## src/hdl/vcc_pkg.sv

```systemverilog
// constants and register layout for the voltage comparator control block
package vcc_pkg;
  // register bus geometry
  localparam int VCC_ADDR_W = 8;
  localparam int VCC_DATA_W = 32;
  localparam int VCC_REG_W = 16;
  localparam logic [VCC_ADDR_W-1:0] VCC_CTRL_ADDR = 8'h00;
  localparam logic [VCC_ADDR_W-1:0] VCC_MASK_ADDR = 8'h04;
  localparam logic [1:0] VCC_RESP_OKAY = 2'h0;
  localparam logic [1:0] VCC_RESP_SLVERR = 2'h2;

  // comparator_control field positions
  localparam int VCC_RESV_LO = 11;
  localparam int VCC_ON_BIT = 10;
  localparam int VCC_NEG_LO = 8;
  localparam int VCC_ROUTE_LO = 6;
  localparam int VCC_POL_BIT = 5;
  localparam int VCC_RESP_LO = 3;
  localparam int VCC_HYST_BIT = 2;
  localparam int VCC_RISE_BIT = 1;
  localparam int VCC_FALL_BIT = 0;
  localparam int VCC_FLAG_W = 2;

  // reset values and the bits software may write directly
  localparam logic [VCC_REG_W-1:0] VCC_CTRL_RST = 16'h0000;
  localparam logic [VCC_REG_W-1:0] VCC_CTRL_WMASK = 16'h07fc;
  localparam logic [VCC_FLAG_W-1:0] VCC_MASK_RST = 2'h0;

  // output routing codes
  typedef enum logic [1:0] {
    VCC_ROUTE_ADC = 2'b00,
    VCC_ROUTE_RSVD = 2'b01,
    VCC_ROUTE_PIN = 2'b10,
    VCC_ROUTE_IRQ = 2'b11
  } vcc_route_e;

  // negative input codes
  localparam logic [1:0] VCC_NEG_CH3 = 2'h1;
  localparam logic [1:0] VCC_NEG_DAC = 2'h2;

  // response times, in ns, and their cycle counts
  localparam int VCC_CLK_NS = 100;
  localparam int VCC_RESP0_NS = 10000;
  localparam int VCC_RESP1_NS = 5000;
  localparam int VCC_RESP2_NS = 1000;
  localparam int VCC_RESP3_NS = 500;
  localparam int VCC_CNT_W = 7;
  localparam logic [VCC_CNT_W-1:0] VCC_RESP0_CYC = VCC_CNT_W'(VCC_RESP0_NS / VCC_CLK_NS);
  localparam logic [VCC_CNT_W-1:0] VCC_RESP1_CYC = VCC_CNT_W'(VCC_RESP1_NS / VCC_CLK_NS);
  localparam logic [VCC_CNT_W-1:0] VCC_RESP2_CYC = VCC_CNT_W'(VCC_RESP2_NS / VCC_CLK_NS);
  localparam logic [VCC_CNT_W-1:0] VCC_RESP3_CYC = VCC_CNT_W'(VCC_RESP3_NS / VCC_CLK_NS);
endpackage : vcc_pkg

```

## src/hdl/vcc_comparator_control.sv

```systemverilog
// control, event flags and routing around the uncommitted voltage comparator
//
// What this block does
// - One 16-bit control and status register serves the comparator, bits 15 to 11 reserved.
// - Bit 10 switches the comparator on when set and off when cleared.
// - Bits 9:8 pick the negative input: 01 converter channel three, 10 first DAC output.
// - The positive input is multiplexed onto the converter channel two pin.
// - Bits 7:6 route the output: 00 converter start, 10 output pin, 11 interrupt.
// - Bit 5 inverts the output so it is high while the positive input is the lower.
// - Bits 4:3 pick a response time of 10, 5, 1 or 0.5 us and bit 2 turns on hysteresis.
// - Bit 1 is set by a rising edge of the compare result and cleared by writing one.
// - Bit 0 is set by a falling edge of the compare result and cleared by software.
// - The compare result always goes straight to the programmable logic array too.
`timescale 1ns/1ps
module vcc_comparator_control (
  // clock and reset
  input wire logic aclk,
  input wire logic aresetn,
  // axi4-lite write address
  input wire logic s_axi_awvalid,
  output logic s_axi_awready,
  input wire logic [vcc_pkg::VCC_ADDR_W-1:0] s_axi_awaddr,
  input wire logic [2:0] s_axi_awprot,
  // axi4-lite write data
  input wire logic s_axi_wvalid,
  output logic s_axi_wready,
  input wire logic [vcc_pkg::VCC_DATA_W-1:0] s_axi_wdata,
  input wire logic [3:0] s_axi_wstrb,
  // axi4-lite write response
  output logic s_axi_bvalid,
  input wire logic s_axi_bready,
  output logic [1:0] s_axi_bresp,
  // axi4-lite read address
  input wire logic s_axi_arvalid,
  output logic s_axi_arready,
  input wire logic [vcc_pkg::VCC_ADDR_W-1:0] s_axi_araddr,
  input wire logic [2:0] s_axi_arprot,
  // axi4-lite read data
  output logic s_axi_rvalid,
  input wire logic s_axi_rready,
  output logic [vcc_pkg::VCC_DATA_W-1:0] s_axi_rdata,
  output logic [1:0] s_axi_rresp,
  // analog comparator decision, high while positive exceeds negative
  input wire logic compare_raw,
  // analog controls
  output logic comparator_on,
  output logic positive_input_connect,
  output logic negative_select_channel_three,
  output logic negative_select_first_dac,
  output logic [1:0] response_time_select,
  output logic hysteresis_on,
  // result destinations
  output logic comparator_pla_out,
  output logic comparator_output_pin,
  output logic converter_start,
  output logic irq
);
  import vcc_pkg::*;

  typedef struct packed {
    logic [VCC_REG_W-1:0] ctrl;
    logic [VCC_FLAG_W-1:0] mask;
    logic aw_full;
    logic [VCC_ADDR_W-1:0] aw_addr;
    logic w_full;
    logic [VCC_REG_W-1:0] w_data;
    logic [1:0] w_strb;
    logic b_valid;
    logic [1:0] b_resp;
    logic r_valid;
    logic [VCC_DATA_W-1:0] r_data;
    logic [1:0] r_resp;
    logic prev;
    logic start;
    logic pin;
  } vcc_state_s;

  vcc_state_s s_q;
  vcc_state_s s_d;

  // unused protection bits and upper byte lanes
  logic unused_inputs;
  assign unused_inputs = ^{s_axi_awprot, s_axi_arprot, s_axi_wdata[31:16], s_axi_wstrb[3:2]};

  // decoded control fields
  logic ctl_on;
  logic [1:0] ctl_neg;
  vcc_route_e ctl_route;
  logic ctl_pol;
  logic [1:0] ctl_resp;
  logic neg_valid;

  assign ctl_on = s_q.ctrl[VCC_ON_BIT];
  assign ctl_neg = s_q.ctrl[VCC_NEG_LO +: 2];
  assign ctl_route = vcc_route_e'(s_q.ctrl[VCC_ROUTE_LO +: 2]);
  assign ctl_pol = s_q.ctrl[VCC_POL_BIT];
  assign ctl_resp = s_q.ctrl[VCC_RESP_LO +: 2];
  // reserved negative codes leave the minus side floating, so no decision
  assign neg_valid = (ctl_neg == VCC_NEG_CH3) || (ctl_neg == VCC_NEG_DAC);

  // decision after enable and polarity, then settled over the response time
  logic live;
  logic settled;
  logic rise;
  logic fall;

  assign live = ctl_on && neg_valid && (compare_raw ^ ctl_pol);

  vcc_response_filter u_filter (
    .aclk(aclk),
    .aresetn(aresetn),
    .sample(live),
    .time_sel(ctl_resp),
    .settled_q(settled)
  );

  // edges of the monitored result
  assign rise = settled && !s_q.prev;
  assign fall = !settled && s_q.prev;

  // 16-bit lane mask from the two low write strobes
  function automatic logic [VCC_REG_W-1:0] vcc_lanes(input logic [1:0] strb);
    vcc_lanes = {{8{strb[1]}}, {8{strb[0]}}};
  endfunction : vcc_lanes

  // read word for an address, zero above the register width
  function automatic logic [VCC_DATA_W-1:0] vcc_read(
    input logic [VCC_ADDR_W-1:0] addr,
    input logic [VCC_REG_W-1:0] ctrl,
    input logic [VCC_FLAG_W-1:0] mask
  );
    vcc_read = '0;
    if (addr == VCC_CTRL_ADDR) begin
      vcc_read[VCC_REG_W-1:0] = ctrl;
    end else if (addr == VCC_MASK_ADDR) begin
      vcc_read[VCC_FLAG_W-1:0] = mask;
    end
  endfunction : vcc_read

  // address decode, shared by both channels
  function automatic logic vcc_hit(input logic [VCC_ADDR_W-1:0] addr);
    vcc_hit = (addr == VCC_CTRL_ADDR) || (addr == VCC_MASK_ADDR);
  endfunction : vcc_hit

  // a write commits once address and data are both held
  logic commit;
  logic ctrl_wr;
  logic [VCC_REG_W-1:0] lane_mask;
  logic [VCC_REG_W-1:0] cfg_mask;
  logic [VCC_FLAG_W-1:0] flag_clr;

  assign commit = s_q.aw_full && s_q.w_full && !s_q.b_valid;
  assign ctrl_wr = commit && (s_q.aw_addr == VCC_CTRL_ADDR);
  assign lane_mask = vcc_lanes(s_q.w_strb);
  // flags and reserved bits are never stored from the bus
  assign cfg_mask = lane_mask & VCC_CTRL_WMASK;
  // only ones clear; a zero leaves the flag alone
  assign flag_clr = ctrl_wr ? (s_q.w_data[VCC_FLAG_W-1:0] & lane_mask[VCC_FLAG_W-1:0])
                            : '0;

  // handshake readies: one write and one read in flight at a time
  assign s_axi_awready = !s_q.aw_full && !s_q.b_valid;
  assign s_axi_wready = !s_q.w_full && !s_q.b_valid;
  assign s_axi_arready = !s_q.r_valid;

  // next state of bus slave, register and routing
  always_comb begin
    s_d = s_q;
    s_d.prev = settled;

    // capture address and data in either order
    if (s_axi_awvalid && s_axi_awready) begin
      s_d.aw_full = 1'b1;
      s_d.aw_addr = s_axi_awaddr;
    end
    if (s_axi_wvalid && s_axi_wready) begin
      s_d.w_full = 1'b1;
      s_d.w_data = s_axi_wdata[VCC_REG_W-1:0];
      s_d.w_strb = s_axi_wstrb[1:0];
    end

    // commit: configuration bits by lane, mask register, response
    if (commit) begin
      if (ctrl_wr) begin
        s_d.ctrl = (s_q.ctrl & ~cfg_mask) | (s_q.w_data & cfg_mask);
      end
      if (s_q.aw_addr == VCC_MASK_ADDR) begin
        s_d.mask = (s_q.mask & ~lane_mask[VCC_FLAG_W-1:0])
                 | (s_q.w_data[VCC_FLAG_W-1:0] & lane_mask[VCC_FLAG_W-1:0]);
      end
      s_d.b_resp = vcc_hit(s_q.aw_addr) ? VCC_RESP_OKAY : VCC_RESP_SLVERR;
      s_d.b_valid = 1'b1;
      s_d.aw_full = 1'b0;
      s_d.w_full = 1'b0;
    end else if (s_q.b_valid && s_axi_bready) begin
      s_d.b_valid = 1'b0;
    end

    // sticky edge flags: a set in the clearing cycle wins
    s_d.ctrl[VCC_RISE_BIT] = (s_q.ctrl[VCC_RISE_BIT] & ~flag_clr[VCC_RISE_BIT]) | rise;
    s_d.ctrl[VCC_FALL_BIT] = (s_q.ctrl[VCC_FALL_BIT] & ~flag_clr[VCC_FALL_BIT]) | fall;

    // read channel: data registered, answered the edge after the address
    if (s_q.r_valid && s_axi_rready) begin
      s_d.r_valid = 1'b0;
    end
    if (s_axi_arvalid && s_axi_arready) begin
      s_d.r_valid = 1'b1;
      s_d.r_data = vcc_read(s_axi_araddr, s_q.ctrl, s_q.mask);
      s_d.r_resp = vcc_hit(s_axi_araddr) ? VCC_RESP_OKAY : VCC_RESP_SLVERR;
    end

    // destinations; the reserved route code drives nothing
    s_d.start = 1'b0;
    s_d.pin = 1'b0;
    unique case (ctl_route)
      VCC_ROUTE_ADC: s_d.start = rise;
      VCC_ROUTE_PIN: s_d.pin = settled;
      VCC_ROUTE_IRQ: s_d.start = 1'b0;
      VCC_ROUTE_RSVD: s_d.start = 1'b0;
    endcase
  end

  // single state register
  always_ff @(posedge aclk) begin
    if (!aresetn) begin
      s_q <= '0;
      s_q.ctrl <= VCC_CTRL_RST;
      s_q.mask <= VCC_MASK_RST;
    end else begin
      s_q <= s_d;
    end
  end

  // bus answers
  assign s_axi_bvalid = s_q.b_valid;
  assign s_axi_bresp = s_q.b_resp;
  assign s_axi_rvalid = s_q.r_valid;
  assign s_axi_rdata = s_q.r_data;
  assign s_axi_rresp = s_q.r_resp;

  // analog controls straight from the register
  assign comparator_on = ctl_on;
  assign positive_input_connect = ctl_on;
  assign negative_select_channel_three = ctl_on && (ctl_neg == VCC_NEG_CH3);
  assign negative_select_first_dac = ctl_on && (ctl_neg == VCC_NEG_DAC);
  assign response_time_select = ctl_resp;
  assign hysteresis_on = s_q.ctrl[VCC_HYST_BIT];

  // the logic array sees the result whatever the route
  assign comparator_pla_out = settled;
  assign comparator_output_pin = s_q.pin;
  assign converter_start = s_q.start;
  // level interrupt only while routed to the interrupt and unmasked
  assign irq = (ctl_route == VCC_ROUTE_IRQ)
            && |(s_q.ctrl[VCC_FLAG_W-1:0] & s_q.mask);

  // reserved bits always read as zero
  property p_resv_zero;
    @(posedge aclk) disable iff (!aresetn)
      s_axi_rvalid |-> (s_axi_rdata[VCC_DATA_W-1:VCC_RESV_LO] == '0);
  endproperty
  a_resv_zero: assert property (p_resv_zero)
    else $error("reserved read bits not zero");

  // the enable bit follows a write to its lane one edge later
  property p_enable_write;
    @(posedge aclk) disable iff (!aresetn)
      (ctrl_wr && s_q.w_strb[1]) |=> (comparator_on == $past(s_q.w_data[VCC_ON_BIT]));
  endproperty
  a_enable_write: assert property (p_enable_write)
    else $error("enable bit did not follow write");

  // reserved negative codes select nothing
  property p_neg_reserved;
    @(posedge aclk) disable iff (!aresetn)
      !neg_valid |-> !negative_select_channel_three && !negative_select_first_dac && !live;
  endproperty
  a_neg_reserved: assert property (p_neg_reserved)
    else $error("reserved negative code connected an input");

  // rising edge sets the flag by the next edge
  property p_rise_flag;
    @(posedge aclk) disable iff (!aresetn)
      rise |=> s_q.ctrl[VCC_RISE_BIT];
  endproperty
  a_rise_flag: assert property (p_rise_flag)
    else $error("rising flag not set");

  // falling edge sets the flag by the next edge
  property p_fall_flag;
    @(posedge aclk) disable iff (!aresetn)
      fall |=> s_q.ctrl[VCC_FALL_BIT];
  endproperty
  a_fall_flag: assert property (p_fall_flag)
    else $error("falling flag not set");

  // the rising flag only drops after a one was written to it
  property p_flag_clear;
    @(posedge aclk) disable iff (!aresetn)
      $fell(s_q.ctrl[VCC_RISE_BIT]) |-> $past(flag_clr[VCC_RISE_BIT]);
  endproperty
  a_flag_clear: assert property (p_flag_clear)
    else $error("rising flag cleared without a one written");

  // converter start is a single pulse tied to a rising edge under its route
  property p_start_pulse;
    @(posedge aclk) disable iff (!aresetn)
      converter_start |-> $past(rise) && $past(ctl_route == VCC_ROUTE_ADC) ##1 !converter_start;
  endproperty
  a_start_pulse: assert property (p_start_pulse)
    else $error("converter start not a routed single pulse");

  // pin copies the result one edge late, only under its route
  property p_pin_route;
    @(posedge aclk) disable iff (!aresetn)
      (ctl_route == VCC_ROUTE_PIN) ##1 (ctl_route == VCC_ROUTE_PIN)
        |-> comparator_output_pin == $past(comparator_pla_out);
  endproperty
  a_pin_route: assert property (p_pin_route)
    else $error("output pin does not follow result");

  // the falling flag only drops after a one was written to it
  property p_fall_clear;
    @(posedge aclk) disable iff (!aresetn)
      $fell(s_q.ctrl[VCC_FALL_BIT]) |-> $past(flag_clr[VCC_FALL_BIT]);
  endproperty
  a_fall_clear: assert property (p_fall_clear)
    else $error("falling flag cleared without a one written");

  // no interrupt unless the interrupt route is chosen
  property p_irq_route;
    @(posedge aclk) disable iff (!aresetn)
      (ctl_route != VCC_ROUTE_IRQ) |-> !irq;
  endproperty
  a_irq_route: assert property (p_irq_route)
    else $error("interrupt raised outside its route");

  // a reserved route code drives no destination once settled in
  property p_route_rsvd;
    @(posedge aclk) disable iff (!aresetn)
      (ctl_route == VCC_ROUTE_RSVD) ##1 (ctl_route == VCC_ROUTE_RSVD)
        |-> !comparator_output_pin && !converter_start;
  endproperty
  a_route_rsvd: assert property (p_route_rsvd)
    else $error("reserved route drove a destination");

  // reserved bits are never stored
  property p_resv_store;
    @(posedge aclk) disable iff (!aresetn)
      s_q.ctrl[VCC_REG_W-1:VCC_RESV_LO] == '0;
  endproperty
  a_resv_store: assert property (p_resv_store)
    else $error("reserved bits stored");

  // a write to an unmapped address answers with an error
  property p_wr_unmapped;
    @(posedge aclk) disable iff (!aresetn)
      commit && (s_q.aw_addr != VCC_CTRL_ADDR) && (s_q.aw_addr != VCC_MASK_ADDR)
        |=> s_axi_bvalid && (s_axi_bresp == VCC_RESP_SLVERR);
  endproperty
  a_wr_unmapped: assert property (p_wr_unmapped)
    else $error("unmapped write not answered with error");
endmodule : vcc_comparator_control

```

## src/hdl/vcc_response_filter.sv

```systemverilog
// settling filter that models the selectable comparator response time
`timescale 1ns/1ps
module vcc_response_filter (
  // clock and reset
  input wire logic aclk,
  input wire logic aresetn,
  // raw decision and speed select
  input wire logic sample,
  input wire logic [1:0] time_sel,
  // settled decision
  output logic settled_q
);
  import vcc_pkg::*;

  typedef struct packed {
    logic [VCC_CNT_W-1:0] cnt;
    logic out;
  } vcc_filt_s;

  vcc_filt_s s_q;
  vcc_filt_s s_d;

  // cycles a new level must persist before it is believed
  function automatic logic [VCC_CNT_W-1:0] vcc_limit(input logic [1:0] sel);
    unique case (sel)
      2'b00: vcc_limit = VCC_RESP0_CYC;
      2'b01: vcc_limit = VCC_RESP1_CYC;
      2'b10: vcc_limit = VCC_RESP2_CYC;
      2'b11: vcc_limit = VCC_RESP3_CYC;
    endcase
  endfunction : vcc_limit

  // a level change is taken only after it held for the whole response time
  always_comb begin
    s_d = s_q;
    if (sample == s_q.out) begin
      s_d.cnt = '0;
    end else if (s_q.cnt + 1'b1 >= vcc_limit(time_sel)) begin
      s_d.out = sample;
      s_d.cnt = '0;
    end else begin
      s_d.cnt = s_q.cnt + 1'b1;
    end
  end

  always_ff @(posedge aclk) begin
    if (!aresetn) begin
      s_q <= '0;
    end else begin
      s_q <= s_d;
    end
  end

  assign settled_q = s_q.out;
endmodule : vcc_response_filter

```

## config.mk

```make
export PLATFORM = sky130hd
export DESIGN_NAME = vcc_comparator_control
export DESIGN_NICKNAME = d
export VERILOG_FILES = /design/src/hdl/vcc_pkg.sv /design/src/hdl/vcc_comparator_control.sv /design/src/hdl/vcc_response_filter.sv
export SDC_FILE = /design/constraint.sdc
export NUM_CORES = 1
export LEC_CHECK = 0
export BUFFER_PORTS_ARGS = -buffer_cell sky130_fd_sc_hd__clkbuf_2
export CORE_UTILIZATION = 50
export DETAILED_ROUTE_END_ITERATION = 10
export GPL_TIMING_DRIVEN = 0
export PLACE_DENSITY = 0.81
export REMOVE_ABC_BUFFERS = 1
export SYNTH_ARGS = -nofsm -noshare
export SYNTH_HDL_FRONTEND = slang
export SYNTH_SLANG_ARGS = --single-unit
```

## constraint.sdc

```tcl
create_clock -name aclk -period 4.8 [get_ports aclk]
set_input_delay 0.96 -clock aclk [delete_from_list [all_inputs] [get_ports aclk]]
set_output_delay 0.96 -clock aclk [all_outputs]
set_load 0.05 [all_outputs]
```

* Word level (Yosys, flattened, before mapping)
Cells that the tools add are included.
** Storage, ports and cells
- Bits in registers :: 79
- Word-level logic and storage cells :: 100
** Operators by class
- Add/sub/neg operators :: 1
- Order comparisons :: 1
- Equal/unequal tests :: 10
- Mux-type cells :: 12
- Bitwise gates (word level) :: 18
- Reduce and logical (&&, ||, !) cells :: 40
** Operator list (number)
- $mux W35 :: 1
- $pmux W7 S4 :: 1
- $logic_and A1 B1 Y1 :: 17
- $and A16 B11 Y16 :: 1
- $and A16 B16 Y16 :: 1
- $eq A8 B3 Y1 const B :: 2
- $logic_not A8 Y1 :: 2
- $not A11 Y16 :: 1
- $or A16 B16 Y16 :: 1
- $mux W14 :: 1
- $eq A2 B2 Y1 const B :: 5
- $mux W2 :: 5
- $reduce_and A2 Y1 :: 5
- $add A7 B1 Y7 const B :: 1
- $ge A7 B7 Y1 :: 1
- $mux W7 :: 1
- $and A2 B2 Y2 :: 3
- $logic_not A1 Y1 :: 6
- $eq A2 B1 Y1 const B :: 2
- $logic_not A2 Y1 :: 2
- $not A1 Y1 :: 4
- $reduce_bool A2 Y1 :: 2
- $reduce_or A2 Y1 :: 2
- $logic_or A1 B1 Y1 :: 3
- other kinds (8) :: 12

* Depth between registers and ports, before layout
- Word-level depth :: 8
- Gate-level depth with buffers :: 8
- Depth with buffers taken out :: 8

* Cells and area by module
Synthesis repeated with hierarchy kept, for this count alone.
** Second synthesis, totals
- Cell total of the unflattened synthesis :: 346
- Area total of the unflattened synthesis :: 3090.5 um2
** Modules (own cells, without submodules)
- vcc_comparator_control :: instances 1, cells each 284, area an instance 2518.7 um2, sequential area each 1081.0 um2
- vcc_response_filter :: instances 1, cells each 62, area an instance 571.8 um2, sequential area each 160.2 um2

* Least setup slack after synthesis
Ideal clock, no wire load.
- Kind :: register -> output
- From :: reg s_q, in the netlist s_axi_bvalid
- To :: out s_axi_wready
- Data arrival time :: 1.265 ns
- Data required time :: 3.840 ns
- Path slack :: 2.575 ns
- Stages on the path, launching flop included :: 2
- Path through :: dfxtp_1 > nor2_1
** Between the ends
- Longest elaborated chain between the ends :: 2
** RTL lines
- start, declared :: line vcc_comparator_control.sv:78 : vcc_state_s s_q;
- $logic_not A1 Y1 :: line vcc_comparator_control.sv:163 : assign s_axi_wready = !s_q.w_full && !s_q.b_valid;
- $logic_and A1 B1 Y1 :: line vcc_comparator_control.sv:163
- end, declared :: line vcc_comparator_control.sv:26 : output logic s_axi_wready,
No other way between the ends.

==> flow_summary_export.csv <==
group,metric,value,unit
status,result_of_the_run,"finished clean",
cts,max_h_tree_level,3,
timing,post-route-worst-setup-slack,2.50,ns
logic_synthesis,synth_sequential_area_ratio,41.2,%
cts,num_cts_buffers,9,
logic_synthesis,yosys_warnings,0,
power_and_ir_drop,sequentialPowerShare,45.1,%
placement,place_congestion,0.782,
timing,finalSetupTns,0,ns
cts,cts_max_path_buffers,2,
setup_path,worst_path_dominant_cell_family,"flip-flops",
setup_path,timing.critical_path.to_type,"primary output",
placement,portBuffers,65,
power_and_ir_drop,power.leakage,1.57,nW
timing,finalCritPeriodShare,47.9,%
setup_path,timing.critical_path.required,3.84,ns
die,die_area,6340,sq um
timing,final.setup_skew,0.00933,ns
drt,vias,2297,
timing,maxSlewHeadroom,42.4,%
timing,setup_violations,0,
global_route,grt_start_max_net_pins,56,
logic_synthesis,synth_top_family_by_area,"simple AND/OR/NAND/NOR gates",
cells_and_area,fillCellCount,519,
global_route,antenna_violations_before_repair,0,
logic_synthesis,synth.mux.area_fraction,4.98,%
placement,dp_slack,2.24,ns
timing,final_max_slew_viol_count,0,
power_and_ir_drop,irDropWorstVdd,0.000240,V
setup_path,worst_r2r_endpoint,"u_filter.settled_q",
logic_synthesis,synth_adder_area_share,5.81,%
die,floorplan.initialDensity,53.4,%
drt,drc_errors,0,
setup_path,critical_path.max_fanout,4,
setup_path,cp_num_buf_inv,2,
power_and_ir_drop,netSwitchingPower,0.312,mW
die,placeableCoreArea,5640,sq um
setup_path,worst_path_max_delay_cell,"sky130_fd_sc_hd__dfxtp_1",
logic_synthesis,synthTopCellsByCount,"sky130_fd_sc_hd__dfxtp_1, sky130_fd_sc_hd__nand2_1, sky130_fd_sc_hd__buf_4",
cts,holdBufCountCts,0,
cts,clkLatencyLatePin,0.35,ns
logic_synthesis,post_synth_xor_area_fraction,1.74,%
cts,post_cts.resized_instances,0,
cells_and_area,antenna_cells_inserted,0,
die,die-width,79.6,um
cells_and_area,area_growth_from_synthesis_to_layout,13.2,%
logic_synthesis,postSynthRegisterBits,62,
power_and_ir_drop,netSwitchingFraction,26.0,%
drt,vias_per_cell,4.97,
timing,max_slew.worst_pin.slew,0.864,ns
die,core.rowCount,27,
die,i_o_pins,118,
power_and_ir_drop,report.power.total,1.20,mW
timing,clock.fmax,435,MHz
drt,detailedRoute.firstIterationViolations,81,
setup_path,arrival,1.34,ns
drt,route.antenna.remaining_nets,0,
drt,detail_route.wirelength,5570,um
power_and_ir_drop,combPwrFrac,11.4,%
cells_and_area,ratio_of_cells_with_drive_above_1_in_the_final_layout,21.5,%
setup_path,max_stage_delay,0.37,ns
setup_path,worst-setup-path-type,"register to primary output",
cts,tritoncts,"built",
power_and_ir_drop,share_clk_of_total_power,43.5,%
hold_path,hold_path_end,"s_q[52]",
drt,wl_per_cell,12.0,um
logic_synthesis,synthesized_instance_count,337,
logic_synthesis,synth.avg_cell_area,8.94,sq um
placement,post_dp_area,3180,sq um
hold_path,holdCritStartpoint,"s_q[52]",
global_route,global_route_wire_length_before_repair,9010,um
timing,rsz0062_at_grt,"false",
logic_synthesis,netlist_area,3010,sq um
logic_synthesis,ys_types,37,
global_route,via_count_of_the_first_global_routing_pass,2045,
logic_synthesis,netlist.top_cell.by_area,"sky130_fd_sc_hd__dfxtp_1",
hold_path,worst_hold_path.num_cells,2,
logic_synthesis,async_reset_ff_share,0,%
cells_and_area,post_layout_inst_area,3410,sq um
logic_synthesis,yosys.cell_count.top_type,"sky130_fd_sc_hd__dfxtp_1",
run,cap_viol_max_count,0,
setup_path,rr_startpoint,"u_filter.s_q[1]",
power_and_ir_drop,power_density,352,nW/um^2
logic_synthesis,netlist_top_cells_area,"sky130_fd_sc_hd__dfxtp_1, sky130_fd_sc_hd__buf_4, sky130_fd_sc_hd__nand2_1, sky130_fd_sc_hd__ha_1, sky130_fd_sc_hd__nor2b_1",
setup_path,worst-r2r-setup-slack,2.63,ns
cts,cts_post_setup_buffers_inserted,0,
cells_and_area,design.final.nets,465,
global_route,track_usage,18.9,%
global_route,global_route_total_overflow,0,
timing,hold_violations,0,
setup_path,r2r_cells,7,
die,fp.dieH,79.6,um
power_and_ir_drop,intPower,0.887,mW
logic_synthesis,main_synth_ff_type,"sky130_fd_sc_hd__dfxtp_1",
cts,cts.clk_slew.worst_paths,0.07,ns
placement,dp_hpwl,4040,um
timing,timing.final.crit_period,2.30,ns
hold_path,worstHoldPathType,"register to register",
cts,clkSinkCount,62,
cts,cts_root_buffer,"sky130_fd_sc_hd__clkbuf_8",
logic_synthesis,synth-simple-area-share,22.4,%
logic_synthesis,synth_compound_area_share,11.2,%
setup_path,worstPathCellList,"inv_1, ha_1, and2_1, clkbuf_2",
logic_synthesis,number_of_enable_type_register_cells_in_the_synthesized_netlist,0,
setup_path,startpoint_class,"register",
logic_synthesis,synth_largest_type_area_fraction,41.2,%
drt,dr.pass1.iters,4,
## power groups by stage
stage / Combinational, mW / Clock (mW) / Sequential [mW]
floorplan: 0.0923 / 0 / 0.558
global placement: 0.134 / 0 / 0.552
detailed placement: 0.137 / 0 / 0.553
CTS: 0.137 / 0.533 / 0.541
global route: 0.148 / 0.557 / 0.543
finish: 0.136 / 0.522 / 0.541
## cell families (layout without fill, tap and decap cells)
kind of cell,Yosys count,in the layout
and+or+nand+nor,130,130
DFF,62,62
buffers and inverters,62,93
AOI/OAI and AO/OA,47,47
muxes,15,15
adders and majority gates,14,14
xor gates and xnor gates,6,6
other,1,23
## through the flow
stage / std cells / util, % / hold WS, ns
floorplan: 309 / - / 0.414
global placement: 446 / 56.3 / 0.445
detailed placement: 446 / 56.3 / 0.450
CTS: 462 / 60.5 / 0.474
global route: 462 / 60.5 / 0.498
finish: 462 / 60.5 / 0.470
## worst min-delay path, stage by stage (launching register included)
cell and delay (ns):
sky130_fd_sc_hd__dfxtp_1 0.31, sky130_fd_sc_hd__nand2_1 0.05, sky130_fd_sc_hd__a21boi_0 0.06
## worst max-delay path by stage
stage                               endpoint  slack, ns  cells past startpoint
6_report           negative_select_first_dac       2.50                      4
5_1_grt                      u_filter.s_q[6]       2.40                      5
4_1_cts            negative_select_first_dac       2.47                      4
3_5_place_dp                 u_filter.s_q[5]       2.24                      5
3_3_place_gp                 u_filter.s_q[4]       2.25                      5
2_1_floorplan  negative_select_channel_three       2.32                      1
## area by class of cell
type,instances,area [sq um],share of cell area (%)
multi-input combinational,235,1480,43.3
sequential,62,1240,36.4
timing repair buffer,65,325,9.54
clock buffer,11,151,4.44
tap,72,90.1,2.64
clock inverter,5,81.3,2.38
inverter,12,45.0,1.32
## metal layers
metal,share of wire [%],up-vias,GRT usage (%)
li1,-,1161,-
met1,45,1045,21.8
met2,47,83,31.6
met3,6.5,8,7.66
met4,1.2,0,6.00
met5,0,-,0
## placed cells by master, fill, tap and decap left out, drive strengths merged, types with 2 or more instances in the layout
master,instances
o211a,2
clkbuf,76
nand2,57
nor2b,27
nor4,4
clkinv,2
o21ai,5
and2,6
xnor2,4
nand2b,3
and3,2
a21boi,21
dfxtp,62
nand4,3
a22oi,10
mux2i,15
o21a,2
nor3b,7
conb,23
xor2,2
inv,12
or4,2
bufinv,2
nand3,3
nor3,4
a21oi,4
ha,14
nor2,9
No activity file was read; power rests on OpenSTA's default activity.
